==> config.mk <==
export PLATFORM = sky130hd
export DESIGN_NAME = ckd_ctrl
export DESIGN_NICKNAME = d
export VERILOG_FILES = /design/src/hw/ckd_pkg.sv /design/src/hw/ckd_sync.sv /design/src/hw/ckd_key.sv /design/src/hw/ckd_ctrl.sv
export SDC_FILE = /design/constraint.sdc
export NUM_CORES = 1
export LEC_CHECK = 0
export ABC_AREA = 1
export BUFFER_PORTS_ARGS = -buffer_cell sky130_fd_sc_hd__buf_2
export CAP_MARGIN = 20
export CORE_MARGIN = 10
export CORE_UTILIZATION = 55
export DETAILED_ROUTE_END_ITERATION = 10
export HOLD_SLACK_MARGIN = 0.02
export PLACE_DENSITY = 0.75
export SYNTH_ARGS = -nofsm -noshare
export SYNTH_HDL_FRONTEND = slang
export SYNTH_SLANG_ARGS = --single-unit
==> constraint.sdc <==
create_clock -name REF_CLK -period 4.3 [get_ports REF_CLK]
set_input_delay 0.43 -clock REF_CLK [delete_from_list [all_inputs] [get_ports REF_CLK]]
set_output_delay 0.43 -clock REF_CLK [all_outputs]
set_load 0.02 [all_outputs]
==> src/hw/ckd_pkg.sv <==
package ckd_pkg;
	// key counts
	localparam int NKEYS = 7;
	localparam int NOUT = 5;

	// clock rate and times in milliseconds
	localparam int CLK_HZ = 20000000;
	localparam int CYC_PER_MS = CLK_HZ / 1000;
	localparam int BASE_MS = 8;
	localparam int CHG_MS = 100;
	localparam int SRST_MS = 125;
	localparam int NACK_MS = 30;

	// times as clock cycles
	localparam int BASE_CYC = BASE_MS * CYC_PER_MS;
	localparam int CHG_CYC = CHG_MS * CYC_PER_MS;
	localparam int SRST_CYC = SRST_MS * CYC_PER_MS;
	localparam int NACK_CYC = NACK_MS * CYC_PER_MS;

	// register byte offsets
	localparam logic [7:0] A_DSTAT = 8'h00;
	localparam logic [7:0] A_KSTAT = 8'h04;
	localparam logic [7:0] A_CAL = 8'h08;
	localparam logic [7:0] A_SRST = 8'h0c;
	localparam logic [7:0] A_INTV = 8'h10;
	localparam logic [7:0] A_GUARD = 8'h14;
	localparam logic [7:0] A_DI = 8'h18;
	localparam logic [7:0] A_AVE_LO = 8'h1c;
	localparam logic [7:0] A_AVE_HI = 8'h20;
	localparam logic [7:0] A_THR_LO = 8'h24;
	localparam logic [7:0] A_THR_HI = 8'h28;
	localparam logic [7:0] A_GRP = 8'h2c;

	// detection status bit positions
	localparam int DS_TOUCH = 0;
	localparam int DS_OVF = 6;
	localparam int DS_CAL = 7;

	// values after reset in serial mode
	localparam logic [7:0] R_INTV = 8'h01;
	localparam logic [7:0] R_DI = 8'h04;
	localparam logic [7:0] R_AVE = 8'h08;
	localparam logic [7:0] R_THR = 8'h14;
	localparam logic [2:0] R_GUARD = 3'h7;

	// fixed standalone settings
	localparam logic [7:0] SA_AVE_GUARD = 8'h10;
	localparam logic [7:0] SA_AVE_KEY = 8'h08;
	localparam logic [7:0] SA_THR_GUARD = 8'h0a;
	localparam logic [7:0] SA_THR_KEY = 8'h14;
	localparam logic [7:0] SA_DI = 8'h04;
	localparam logic [7:0] SA_INTV = 8'h01;
	localparam logic [2:0] SA_GUARD = 3'h0;

	// integrator floor
	localparam logic [7:0] DI_MIN = 8'h02;

	// strap capture delay after pin reset
	localparam logic [1:0] STRAP_WAIT = 2'h2;

	typedef enum logic [1:0] {
		ST_INIT = 2'b00,
		ST_RUN = 2'b01,
		ST_WDOG = 2'b10
	} ckd_state_t;
endpackage

==> src/hw/ckd_sync.sv <==
`timescale 1ns/1ns
`default_nettype none
module ckd_sync (
	// clock and reset
	input wire logic clk,
	input wire logic rst,
	// level from outside, level in clock domain
	input wire logic d,
	output logic q
);
	logic meta_r;
	logic q_r;

	// two flops, the first read only by the second
	always_ff @(posedge clk) begin
		if (rst) begin
			meta_r <= 1'b0;
			q_r <= 1'b0;
		end else begin
			meta_r <= d;
			q_r <= meta_r;
		end
	end

	assign q = q_r;
endmodule
`default_nettype wire

==> src/hw/ckd_key.sv <==
`timescale 1ns/1ns
`default_nettype none
module ckd_key (
	// clock and reset
	input wire logic clk,
	input wire logic rst,
	// calibration clears the key
	input wire logic cal,
	// one sample per acquisition
	input wire logic smp,
	input wire logic over,
	input wire logic block,
	input wire logic [7:0] lim,
	// key state
	output logic det,
	output logic integ
);
	logic det_r;
	logic [7:0] cnt_r;
	logic flip;
	logic [7:0] cnt_inc;

	// a sample confirms a change when it disagrees with the state and, for entering detect, block is low
	assign flip = det_r ? !over : (over && !block);
	assign cnt_inc = cnt_r + 8'h01;

	// integrator counts consecutive confirming samples, both directions
	always_ff @(posedge clk) begin
		if (rst || cal) begin
			det_r <= 1'b0;
			cnt_r <= 8'h00;
		end else if (smp) begin
			if (!flip) begin
				cnt_r <= 8'h00;
			end else if (cnt_inc >= lim) begin // RULE23
				det_r <= !det_r;
				cnt_r <= 8'h00;
			end else begin
				cnt_r <= cnt_inc;
			end
		end
	end

	assign det = det_r;
	assign integ = cnt_r != 8'h00;
endmodule
`default_nettype wire

==> src/hw/ckd_ctrl.sv <==
// Design decisions made here: the register offsets and the APB register port.
`timescale 1ns/1ns
`default_nettype none
// How it works
// (RULE1) strap high at power-up selects standalone
// (RULE2) standalone settings fixed, writes refused
// (RULE3) standalone: per-key pins, key 0 guard
// (RULE4) seven keys serial, guard plus four standalone
// (RULE5) zero averaging factor disables a key
// (RULE6) key pins only in standalone, open-drain
// (RULE7) 8 ms base cycle, interval in cycles
// (RULE8) calibrate, touch, integrating: every cycle
// (RULE9) host avoids intervals above 32 cycles
// (RULE10) one detect per lockout group; keys of a group confirming on the same sample all enter detect
// (RULE11) change low on status change, read releases
// (RULE12) status returned: any read releases
// (RULE13) change low 100 ms after reset
// (RULE14) bus access wakes the device
// (RULE15) soft reset write: reset 125 ms later
// (RULE16) refuse bus transfers first 30 ms
// (RULE17) calibration write recalibrates all keys
// (RULE18) calibrate clears key and overflow bits
// (RULE19) one guard, key 0 or host-chosen
// (RULE20) guard filtering resets normal key filters
// (RULE21) guard detect suppresses other key outputs
// (RULE22) standalone guard: factor 16, threshold 10
// (RULE23) integrator needs two samples at least
// (RULE24) standalone thresholds 10 guard, 20 others
// (RULE25) key pin pulls low while in detect
module ckd_ctrl #(
	parameter int BASE_CYC_P = ckd_pkg::BASE_CYC,
	parameter int CHG_CYC_P = ckd_pkg::CHG_CYC,
	parameter int SRST_CYC_P = ckd_pkg::SRST_CYC,
	parameter int NACK_CYC_P = ckd_pkg::NACK_CYC
) (
	// clock and reset
	input wire logic REF_CLK,
	input wire logic SRST,
	// mode strap pin
	input wire logic MODE_PIN,
	// apb slave
	input wire logic PSEL,
	input wire logic PENABLE,
	input wire logic PWRITE,
	input wire logic [7:0] PADDR,
	input wire logic [31:0] PWDATA,
	output logic [31:0] PRDATA,
	output logic PREADY,
	output logic PSLVERR,
	// acquisition front end
	output logic ACQ_REQ,
	output logic CAL_REQ,
	output logic [ckd_pkg::NKEYS-1:0] ACQ_KEYS,
	output logic [ckd_pkg::NKEYS*8-1:0] AVE_FACTOR,
	output logic AWAKE,
	input wire logic ACQ_DONE,
	input wire logic [ckd_pkg::NKEYS*8-1:0] KEY_DELTA,
	input wire logic ACQ_OVF,
	// open-drain pins
	output logic CHANGE_N_O,
	output logic CHANGE_N_OE,
	output logic [ckd_pkg::NOUT-1:0] KEY_OUT_O,
	output logic [ckd_pkg::NOUT-1:0] KEY_OUT_OE,
	// mode seen at start-up
	output logic STANDALONE
);
	localparam int NK = ckd_pkg::NKEYS;
	localparam logic [21:0] BASE_END = 22'(BASE_CYC_P - 1);
	localparam logic [21:0] CHG_END = 22'(CHG_CYC_P - 1);
	localparam logic [21:0] BOOT_PRE = 22'(CHG_CYC_P - 2);
	localparam logic [21:0] SRST_END = 22'(SRST_CYC_P - 1);
	localparam logic [21:0] NACK_END = 22'(NACK_CYC_P - 1);

	ckd_pkg::ckd_state_t state_r, state_nxt;
	logic [21:0] tmr_r, wd_r, base_r;
	logic [1:0] strap_cnt_r;
	logic mode_s, standalone_r;
	logic [7:0] intv_r, di_r, intv_cnt_r;
	logic [2:0] guard_r;
	logic [NK*8-1:0] ave_r, thr_r, ave_e, thr_e;
	logic [NK*2-1:0] grp_r;
	logic [NK-1:0] en, over, blk, det, integ, gmask, rep;
	logic calib_r, cal_sent_r, busy_r, acq_req_r, due_pend_r, ovf_r, wake_r;
	logic chg_r;
	logic [15:0] prev_r, seen_r;
	logic [31:0] prdata_r, rd_val;
	logic [NK-1:0] out_oe_r;
	logic [7:0] dstat;

	// internal reset: pin reset or watchdog expiry
	wire wd_fire = (state_r == ckd_pkg::ST_WDOG) && (wd_r == SRST_END);
	wire rst_i = SRST || wd_fire; // RULE15

	// strap pin enters the clock domain
	ckd_sync u_mode_sync (
		.clk(REF_CLK),
		.rst(SRST),
		.d(MODE_PIN),
		.q(mode_s)
	);

	// strap caught once after the pin reset, not after soft reset
	always_ff @(posedge REF_CLK) begin
		if (SRST) begin
			strap_cnt_r <= 2'h0;
			standalone_r <= 1'b0;
		end else if (strap_cnt_r != ckd_pkg::STRAP_WAIT + 2'h1) begin
			// counter parks one past the capture point, so the strap is never read again
			if (strap_cnt_r == ckd_pkg::STRAP_WAIT) begin
				standalone_r <= mode_s; // RULE1
			end
			strap_cnt_r <= strap_cnt_r + 2'h1;
		end
	end

	// time since the last reset, stops at the change-line deadline
	always_ff @(posedge REF_CLK) begin
		if (rst_i) begin
			tmr_r <= 22'h0;
		end else if (tmr_r != CHG_END) begin
			tmr_r <= tmr_r + 22'h1;
		end
	end

	wire boot_ev = tmr_r == BOOT_PRE;
	wire boot_done = tmr_r == CHG_END;
	wire nack = state_r == ckd_pkg::ST_INIT;

	// apb decode
	wire setup = PSEL && !PENABLE;
	wire acc = PSEL && PENABLE;
	wire a_dstat = PADDR == ckd_pkg::A_DSTAT;
	wire a_kstat = PADDR == ckd_pkg::A_KSTAT;
	wire a_cal = PADDR == ckd_pkg::A_CAL;
	wire a_srst = PADDR == ckd_pkg::A_SRST;
	wire a_intv = PADDR == ckd_pkg::A_INTV;
	wire a_guard = PADDR == ckd_pkg::A_GUARD;
	wire a_di = PADDR == ckd_pkg::A_DI;
	wire a_ave_lo = PADDR == ckd_pkg::A_AVE_LO;
	wire a_ave_hi = PADDR == ckd_pkg::A_AVE_HI;
	wire a_thr_lo = PADDR == ckd_pkg::A_THR_LO;
	wire a_thr_hi = PADDR == ckd_pkg::A_THR_HI;
	wire a_grp = PADDR == ckd_pkg::A_GRP;
	wire mapped = a_dstat || a_kstat || a_cal || a_srst || a_intv || a_guard || a_di
		|| a_ave_lo || a_ave_hi || a_thr_lo || a_thr_hi || a_grp;
	wire refuse = nack || !mapped || (PWRITE && standalone_r); // RULE16 RULE2
	wire wr = acc && PWRITE && !refuse;
	wire rd = acc && !PWRITE && !refuse;
	wire nz = PWDATA[7:0] != 8'h00;
	wire cal_wr = wr && a_cal && nz; // RULE17
	wire srst_wr = wr && a_srst && nz; // RULE15
	wire rd_stat = rd && (a_dstat || a_kstat);

	// zero wait states; refusals answered with an error
	assign PREADY = acc;
	assign PSLVERR = acc && refuse; // RULE16
	assign PRDATA = prdata_r;

	// reset window, run, and watchdog wait after soft reset
	always_comb begin
		state_nxt = state_r;
		case (state_r)
			ckd_pkg::ST_INIT: begin
				if (tmr_r == NACK_END) begin
					state_nxt = ckd_pkg::ST_RUN;
				end
			end
			ckd_pkg::ST_RUN: begin
				if (srst_wr) begin
					state_nxt = ckd_pkg::ST_WDOG;
				end
			end
			ckd_pkg::ST_WDOG: state_nxt = ckd_pkg::ST_WDOG;
			default: state_nxt = ckd_pkg::ST_INIT;
		endcase
	end

	always_ff @(posedge REF_CLK) begin
		if (rst_i) begin
			state_r <= ckd_pkg::ST_INIT;
		end else begin
			state_r <= state_nxt;
		end
	end

	// watchdog counts only while waiting to reset
	always_ff @(posedge REF_CLK) begin
		if (rst_i || state_r != ckd_pkg::ST_WDOG) begin
			wd_r <= 22'h0;
		end else begin
			wd_r <= wd_r + 22'h1; // RULE15
		end
	end

	// host settings
	always_ff @(posedge REF_CLK) begin
		if (rst_i) begin
			intv_r <= ckd_pkg::R_INTV;
			di_r <= ckd_pkg::R_DI;
			guard_r <= ckd_pkg::R_GUARD;
			ave_r <= {NK{ckd_pkg::R_AVE}};
			thr_r <= {NK{ckd_pkg::R_THR}};
			grp_r <= '0;
		end else if (wr) begin
			if (a_intv) intv_r <= PWDATA[7:0];
			if (a_di) di_r <= PWDATA[7:0];
			if (a_guard) guard_r <= PWDATA[2:0];
			if (a_ave_lo) ave_r[31:0] <= PWDATA;
			if (a_ave_hi) ave_r[NK*8-1:32] <= PWDATA[NK*8-33:0];
			if (a_thr_lo) thr_r[31:0] <= PWDATA;
			if (a_thr_hi) thr_r[NK*8-1:32] <= PWDATA[NK*8-33:0];
			if (a_grp) grp_r <= PWDATA[NK*2-1:0];
		end
	end

	// effective settings, fixed in standalone mode
	wire [2:0] guard_e = standalone_r ? ckd_pkg::SA_GUARD : guard_r; // RULE19 RULE3
	wire [7:0] di_e = standalone_r ? ckd_pkg::SA_DI :
		((di_r < ckd_pkg::DI_MIN) ? ckd_pkg::DI_MIN : di_r); // RULE23
	wire [7:0] intv_e = standalone_r ? ckd_pkg::SA_INTV :
		((intv_r == 8'h00) ? 8'h01 : intv_r); // RULE7

	// guard filtering in or in detect
	wire g_det = |(det & gmask);
	wire g_enter = |(gmask & ~det & (over | integ));

	// per-key thresholds, enables, lockout and integrator
	for (genvar k = 0; k < NK; k++) begin : g_key
		logic [NK-1:0] peer;
		wire is_g = guard_e == 3'(k);
		wire [7:0] sa_ave = (k == 0) ? ckd_pkg::SA_AVE_GUARD :
			((k < ckd_pkg::NOUT) ? ckd_pkg::SA_AVE_KEY : 8'h00); // RULE22 RULE4
		wire [7:0] sa_thr = (k == 0) ? ckd_pkg::SA_THR_GUARD : ckd_pkg::SA_THR_KEY; // RULE24
		wire [1:0] gk = standalone_r ? 2'b00 : grp_r[k*2 +: 2];
		assign gmask[k] = is_g;
		assign ave_e[k*8 +: 8] = standalone_r ? sa_ave : ave_r[k*8 +: 8];
		assign thr_e[k*8 +: 8] = standalone_r ? sa_thr : thr_r[k*8 +: 8];
		assign en[k] = ave_e[k*8 +: 8] != 8'h00; // RULE5
		assign over[k] = en[k] && (KEY_DELTA[k*8 +: 8] >= thr_e[k*8 +: 8]);
		for (genvar j = 0; j < NK; j++) begin : g_peer
			assign peer[j] = (j != k) && (gk != 2'b00) && (grp_r[j*2 +: 2] == gk);
		end
		assign blk[k] = |(det & peer) || (!is_g && g_enter); // RULE10 RULE20
		ckd_key u_key (
			.clk(REF_CLK),
			.rst(rst_i),
			.cal(calib_r || cal_wr), // RULE18
			.smp(ACQ_DONE && busy_r),
			.over(over[k]),
			.block(blk[k]),
			.lim(di_e),
			.det(det[k]),
			.integ(integ[k])
		);
	end

	// reported keys: guard detect hides the rest
	assign rep = g_det ? (det & en & gmask) : (det & en); // RULE21

	// base cycle timer
	always_ff @(posedge REF_CLK) begin
		if (rst_i || base_r == BASE_END) begin
			base_r <= 22'h0;
		end else begin
			base_r <= base_r + 22'h1;
		end
	end

	wire tick = base_r == BASE_END;
	wire fast = calib_r || (|det) || (|integ); // RULE8
	wire due_now = tick && (fast || (intv_cnt_r + 8'h01 >= intv_e)); // RULE7
	wire cal_go = calib_r && !cal_sent_r;
	wire acq_go = !busy_r && (cal_go || due_pend_r || due_now);
	wire smp = ACQ_DONE && busy_r;

	// interval count and pending acquisition
	always_ff @(posedge REF_CLK) begin
		if (rst_i) begin
			intv_cnt_r <= 8'h00;
			due_pend_r <= 1'b0;
		end else begin
			if (tick) intv_cnt_r <= due_now ? 8'h00 : intv_cnt_r + 8'h01;
			due_pend_r <= (due_now || due_pend_r) && !acq_go;
		end
	end

	// acquisition handshake with the front end
	always_ff @(posedge REF_CLK) begin
		if (rst_i) begin
			busy_r <= 1'b0;
			acq_req_r <= 1'b0;
		end else begin
			acq_req_r <= acq_go;
			busy_r <= acq_go || (busy_r && !ACQ_DONE);
		end
	end

	// calibration: requested at reset or by the host, ends after one acquisition
	always_ff @(posedge REF_CLK) begin
		if (rst_i) begin
			calib_r <= 1'b1;
			cal_sent_r <= 1'b0;
		end else if (cal_wr) begin
			calib_r <= 1'b1; // RULE17
			cal_sent_r <= 1'b0;
		end else if (cal_go && acq_go) begin
			cal_sent_r <= 1'b1;
		end else if (smp && cal_sent_r) begin
			calib_r <= 1'b0;
			cal_sent_r <= 1'b0;
		end
	end

	// overflow held clear while calibrating, then taken per acquisition
	always_ff @(posedge REF_CLK) begin
		if (rst_i || calib_r || cal_wr) begin
			ovf_r <= 1'b0; // RULE18
		end else if (smp) begin
			ovf_r <= ACQ_OVF;
		end
	end

	// a bus access keeps the device awake to the next base cycle
	always_ff @(posedge REF_CLK) begin
		if (rst_i) begin
			wake_r <= 1'b0;
		end else begin
			wake_r <= PSEL || (wake_r && !tick); // RULE14
		end
	end

	// detection status byte
	always_comb begin
		dstat = 8'h00;
		dstat[ckd_pkg::DS_TOUCH] = |rep;
		dstat[ckd_pkg::DS_OVF] = ovf_r;
		dstat[ckd_pkg::DS_CAL] = calib_r;
	end

	wire [7:0] kstat = {1'b0, rep};
	wire [15:0] stat = {dstat, kstat};
	wire stat_ev = boot_done && (stat != prev_r);
	wire rd_clr = rd_stat || (rd && stat == seen_r); // RULE11 RULE12

	// change flag: set wins over release
	always_ff @(posedge REF_CLK) begin
		if (rst_i) begin
			chg_r <= 1'b0;
			prev_r <= 16'h0;
			seen_r <= 16'h0;
		end else begin
			prev_r <= stat;
			if (rd_stat) seen_r <= stat;
			chg_r <= stat_ev || boot_ev || (chg_r && !rd_clr); // RULE11 RULE13
		end
	end

	// read data and key pins from flops
	assign rd_val = a_dstat ? {24'h0, dstat} :
		a_kstat ? {24'h0, kstat} :
		a_intv ? {24'h0, intv_r} :
		a_guard ? {29'h0, guard_r} :
		a_di ? {24'h0, di_r} :
		a_ave_lo ? ave_r[31:0] :
		a_ave_hi ? {8'h0, ave_r[NK*8-1:32]} :
		a_thr_lo ? thr_r[31:0] :
		a_thr_hi ? {8'h0, thr_r[NK*8-1:32]} :
		a_grp ? {18'h0, grp_r} : 32'h0;

	always_ff @(posedge REF_CLK) begin
		if (rst_i) begin
			prdata_r <= 32'h0;
			out_oe_r <= '0;
		end else begin
			if (setup) prdata_r <= nack ? 32'h0 : rd_val;
			out_oe_r <= standalone_r ? rep : '0; // RULE6 RULE25 RULE3
		end
	end

	// outputs
	assign ACQ_REQ = acq_req_r;
	assign CAL_REQ = acq_req_r && cal_sent_r;
	assign ACQ_KEYS = en; // RULE5
	assign AVE_FACTOR = ave_e;
	assign AWAKE = busy_r || wake_r; // RULE14
	assign CHANGE_N_O = 1'b0;
	assign CHANGE_N_OE = chg_r && !standalone_r; // RULE11
	assign KEY_OUT_O = '0;
	assign KEY_OUT_OE = out_oe_r[ckd_pkg::NOUT-1:0]; // RULE25
	assign STANDALONE = standalone_r;
endmodule
`default_nettype wire

==> out/metrics.cfg, run 1 <==
[clock_network]
cts_made_buffers=39
path_clk_slew_ns=0.06
cts.htree.levels=2
clockBufferDepth=3
postCtsSetupBuffers=0
cts_resized=0
holdBufCountCts=0
clk_latency_ns=0.55
clockRootBuffer=clkbuf_16
clock-sinks=354
cts_tree=built

[global_routing]
grt.total_usage_pct=28.98
antenna_found_initial=2
grt_first_pass_wirelength_um=111200
grt_max_degree=104
grt_pass1_vias=20376
grt_overflow=0

[drt]
ant_nets=0
highest_layer=met4
totalWireLength_um=71190
vias_per_cell=5.774
route.met2.wl_um=31720
wl_met1_um=30190
met3WireLength_um=6807
drc=0
dr.first_iter.drc_count=2472
dr.pass1.iters=6
vias=21987
wl_per_cell_um=18.69

[timing]
relSlewSlack_pct=26.38
tns_ns=0
tightestPinTransition_ns=1.100
period_share_pct=81.46
finalHoldViolations=0
drv_slew=0
setup_ws_ns=0.7974
setup_viol=0
min_period_ns=3.503
fin_skew_ns=0.02444
rsz0062_at_grt=false
max_freq_ghz=0.2855

[logic_synthesis]
yosys.area_share.adder_pct=8.496
synth_compound_area_share_pct=17.42
synth_warnings=0
synthTopCellsByArea=dfxtp_1, nand2_1, ha_1
synth-seq-cells=354
synth.mux.area_fraction_pct=0
synthFlopType=dfxtp_1
synth_top_area_share_pct=33.42
ys_top_cells_by_count=nand2_1, nor2_1, dfxtp_1
synth.most_common_cell=nand2_1
synth_top_family_by_area=simple AND/OR/NAND/NOR gates
synth_seq_area_share_pct=33.42
synthSimpleGateAreaFrac_pct=28.09
syn_avg_cell_area_um2=6.817
yosysTopAreaCell=dfxtp_1
synth_edf_count=0
synthCells=3111
synthDistinctLibCells=56
netlist_area_um2=21210
synth_xor_area_share_pct=3.510
ys_async_sr_fraction_pct=0

[placed_design]
globalplace.congestion=0.9815
io_buffer_count=210
placed_area_um2=22560
pre_cts_ws_ns=0.8889
dp_hpwl_um=53380

[critical_path]
worst_setup_path_end_kind=flip-flop
cp_max_fo=84
worstReg2RegStart=STANDALONE
critPathArrivalTime_ns=3.92
r2r-end=chg_r
crit_type=flip-flop to flip-flop
required_ns=4.72
ff2ff_setup_slack_ns=0.80
rr_worst_depth=18
start_kind=flip-flop

[finish]
fin_nets=3516
layout-drive-gt1-share_pct=10.93
syn_to_final_growth_pct=12.49
final_area_um2=23860

[hold_path]
min_to=u_mode_sync.meta_r
hold_class=primary input to flip-flop
holdPathStages=3
min_from=MODE_PIN

[power_and_ir_drop]
power_leakage_nw=10.83
ir_drop_uv=330.5
powerDensity_nw_per_um2=299.9

[floorplan]
start_util_pct=56.04
rows=71
die_x_um=216.4
boundaryPins=217
core_area_um2=37840
die_h_um=216.4
dieArea_um2=46810

[job]
maxCapViolations=0

[run_status]
outcome=completed

==> cells in the final DEF (no fill, tap or decap), types with 16 or more instances in the layout <==
master / Yosys / final
o211ai_1: 17 / 17
nor4_1: 35 / 34
ha_1: 144 / 144
o22ai_1: 19 / 19
o21ai_0: 233 / 233
xor2_1: 81 / 81
buf_4: 13 / 21
clkbuf_16: 0 / 39
nor3_1: 43 / 43
o21a_1: 16 / 16
dfxtp_1: 354 / 353
a21oi_1: 327 / 327
buf_2: 25 / 210
nand4_1: 46 / 46
nand3b_1: 17 / 17
nor2_1: 386 / 386
inv_1: 340 / 339
nand2_1: 594 / 592
nand3_1: 187 / 187
==> critical path, cell delays in order, from the launching register on <==
cell	delay (ns)
dfxtp_4	0.34
buf_4	0.71
nor2_1	0.28
nor3_1	0.33
nand2_1	0.28
nand2_1	0.12
inv_1	0.06
nand2_1	0.25
nand2_1	0.09
nor2_1	0.18
nand2_1	0.14
nand2_1	0.09
nand2_1	0.05
inv_1	0.05
nand2_1	0.05
nand2_1	0.06
nand2_1	0.05
nor2_1	0.08
nor2_1	0.04
==> registers in the layout (all words and copies together), names as in the netlist, 8 cells and up <==
name	flops
g_key.u_key.cnt_r	56
di_r	8
intv_r	8
base_r	22
prev_r	10
tmr_r	22
wd_r	22
ave_r	56
PRDATA	32
intv_cnt_r	8
grp_r	14
thr_r	56
seen_r	10
==> worst max-delay path by stage <==
stage,startpoint,end,depth (start not counted),slack (ns)
after global routing,STANDALONE,g_key[0].u_key.cnt_r[5],20,0.50
after floorplan,STANDALONE,g_key[0].u_key.det,13,1.02
after detailed placement,STANDALONE,g_key[5].u_key.det,13,0.89
final,STANDALONE,chg_r,18,0.80
after global placement,STANDALONE,g_key[5].u_key.det,13,0.91
after CTS,STANDALONE,g_key[5].u_key.det,13,0.88
==> through the flow <==
stage               utilization (%)  std cells  power, W  hold slack (ns)
finish                        63.04       3808  0.007154          0.09695
global route                  63.04       3808  0.007342           0.1026
CTS                           63.03       3806  0.007167          0.08180
detailed placement            59.61       3738  0.003817           0.4006
global placement              59.61       3738  0.003804           0.3974
floorplan                         -       3116  0.003643           0.3883
==> per-layer routing <==
layer	vias up	GRT usage [%]
li1	10630	-
met1	10152	38.49
met2	1055	46.33
met3	150	5.167
met4	0	10.25
met5	-	0
==> report_power, final <==
group          leakage [nW]  total (W)  internal [W]  switching (W)
sequential             2.86    0.00331       0.00330      0.0000148
clock                 0.634    0.00340       0.00200        0.00140
combinational          7.34   0.000447      0.000127       0.000319
total                  10.8    0.00715       0.00542        0.00173
==> cell type report <==
cell class	instances	area [um^2]
Inverter	358	1345
Tap cell	511	639.4
Sequential cell	354	7091
Clock inverter	9	120.1
Antenna cell	2	5.005
Fill cell	3517	13990
Timing Repair Buffer	233	1249
Multi-Input combinational cell	2282	12240
Clock buffer	59	1171
==> cells by family (layout without fill, tap and decap cells) <==
| family | after synthesis | after routing |
|---|---|---|
| flops | 354 | 354 |
| compound gates | 680 | 680 |
| simple gates | 1367 | 1367 |
| fa+ha+maj | 144 | 144 |
| xor+xnor | 85 | 85 |
| other cells | 1 | 8 |
| buf+inv | 480 | 659 |
(Power assumes the default switching activity.)
==> inputs of run 2 (changes only) <==
Clock period 4.3 ns to 3.6 ns, I/O delays scaled along.
==> run 2 against run 1 <==
Core utilization up 0.50 points. Design area up 0.79%. Count of clock-buffer cells in the layout down 4. Critical path depth down 8. Die area unchanged. Routed wire length about the same. Clock skew down 0.0091 ns. Register-to-register slack worse by 0.49 ns. Critical endpoint is now g_key[0].u_key.cnt_r[5].
==> out/metrics.cfg, run 2 (same netlist as run 1, synthesis figures left out) <==
[clock_network]
cts_tree=built
postCtsSetupBuffers=0
clock-sinks=354
clk_latency_ns=0.57
cts.htree.levels=2
path_clk_slew_ns=0.06
clockRootBuffer=clkbuf_16
clockBufferDepth=3
cts_made_buffers=39

[power_and_ir_drop]
netSwitchingPower_w=0.002091
comb_power_share_pct=6.2
p_seq_share_pct=45.9
clkPwrFrac_pct=47.9
p_total_w=0.008610
swShare_pct=24.28
power_leakage_nw=10.93
ir_drop_uv=330.3
powerDensity_nw_per_um2=358.1
p_int_w=0.006519

[floorplan]
dieArea_um2=46810
rows=71
start_util_pct=56.04
boundaryPins=217
die_h_um=216.4
core_area_um2=37840
die_x_um=216.4

[critical_path]
slowest_delay_ns=0.64
path_cells=or4_1 -> nor4_1 -> nor2_1 -> ha_1 -> nand2_1 -> o41ai_1 -> clkdlybuf4s15_2 -> nor2_1 -> nand3_1 -> a21oi_1
rr_worst_depth=10
cp_max_fo=7
ff2ff_setup_slack_ns=0.31
crit_type=flip-flop to flip-flop
r2r-end=g_key[0].u_key.cnt_r[5]
worst_setup_path_end_kind=flip-flop
start_kind=flip-flop
critPathArrivalTime_ns=3.72
worstReg2RegStart=di_r[7]
crit_buf_inv=1
cp_top_family=simple AND/OR/NAND/NOR gates
cpMostUsedCell=nor2_1
required_ns=4.03
cp_slowest_cell=o41ai_1

[timing]
max_freq_ghz=0.3036
fin_skew_ns=0.01529
setup_viol=0
min_period_ns=3.293
drv_slew=0
finalHoldViolations=0
period_share_pct=91.48
relSlewSlack_pct=38.13
rsz0062_at_grt=false
tightestPinTransition_ns=0.9246
tns_ns=0

[finish]
largestRegisters=ave_r: 56 flops, g_key.u_key.cnt_r: 56 flops, thr_r: 56 flops
fin_nets=3535
mostFrequentLayoutCells=nand2_1, nor2_1, dfxtp_1
final_cells=3829
final_util_pct=63.54
layout-drive-gt1-share_pct=11.49
final_common_cell=nand2_1
syn_to_final_growth_pct=13.38

[global_routing]
grt_pass1_vias=20810
grt.total_usage_pct=29.37
grt_max_degree=85
grt_overflow=0
antenna_found_initial=6
grt_first_pass_wirelength_um=112100

[placed_design]
dp_hpwl_um=54200
io_buffer_count=210
globalplace.congestion=0.9906
placed_cells=3754

[run_status]
outcome=completed

[job]
maxCapViolations=0

[drt]
vias=21923
drc=0
totalWireLength_um=71240
dr.first_iter.drc_count=2322
vias_per_cell=5.726
wl_per_cell_um=18.61
dr.pass1.iters=6
ant_nets=0

[hold_path]
min_from=PWDATA[28]
hold_class=primary input to flip-flop
holdPathStages=3
min_to=thr_r[28]

[run 2: cell types whose count changed in the layout (fill, tap and decap cells not counted), sizes merged]
cell | before | now
clkinvlp | 1 | 0
clkbuf | 59 | 55
clkinv | 10 | 15
clkdlybuf4s15 | 0 | 1
buf | 233 | 248
dlygate4sd3 | 0 | 3
bufinv | 2 | 3
inv | 354 | 355
[run 2: worst max-delay path by stage]
stage                     depth (start not counted)                 endpoint  slack (ns)  startpoint
after floorplan                                  13       g_key[0].u_key.det        0.32  STANDALONE
after global placement                           11       g_key[0].u_key.det        0.18     di_r[7]
after detailed placement                         16       g_key[4].u_key.det        0.25     di_r[7]
after CTS                                        16       g_key[4].u_key.det        0.21     di_r[7]
after global routing                             16       g_key[4].u_key.det        0.02     di_r[7]
final                                            10  g_key[0].u_key.cnt_r[5]        0.31     di_r[7]
[run 2: stage by stage]
| stage | setup slack [ns] | area, um^2 | hold WS [ns] |
|---|---|---|---|
| after floorplan | 0.3201 | 21230 | 0.3883 |
| after global placement | 0.1811 | 22690 | 0.4077 |
| after detailed placement | 0.2545 | 22700 | 0.3990 |
| after CTS | 0.2146 | 24030 | 0.02670 |
| after global routing | 0.02432 | 24050 | 0.04445 |
| final | 0.3067 | 24050 | 0.04449 |
[run 2: layout make-up]
class,instances,area [um^2]
Timing Repair Buffer,252,1415
Tap cell,511,639.4
Clock buffer,55,1137
Multi-Input combinational cell,2282,12240
Inverter,358,1345
Sequential cell,354,7091
Clock inverter,15,168.9
Antenna cell,2,5.005
Fill cell,3556,13800
[run 2: what timing repair did]
| action | in CTS | in global routing |
|---|---|---|
| setup endpoints to repair | 0 | 10 |
| gates resized for setup | 0 | 2 |
| hold buffers | 3 | 0 |
| hold endpoints to repair | 3 | 0 |
[run 2: power by group through the flow]
stage	Sequential, W	Clock [W]	Combinational, W
floorplan	0.00404	0	0.000314
global route	0.00395	0.00431	0.000589
global placement	0.00404	0	0.000511
finish	0.00395	0.00412	0.000535
detailed placement	0.00404	0	0.000522
CTS	0.00395	0.00416	0.000527
[run 2: worst min-delay path, delay by kind of cell]
family	cells	cell delay, ns
buf+inv	1	0.10
simple gates	2	0.12
[run 2: routing by layer]
layer  share of wire, %  GRT usage (%)  vias up
met1                 42          38.44    10101
met5              0.065              0        -
met3                9.8          6.128      148
li1                   -              -    10678
met2                 44          45.99      990
met4                4.1          12.65        6
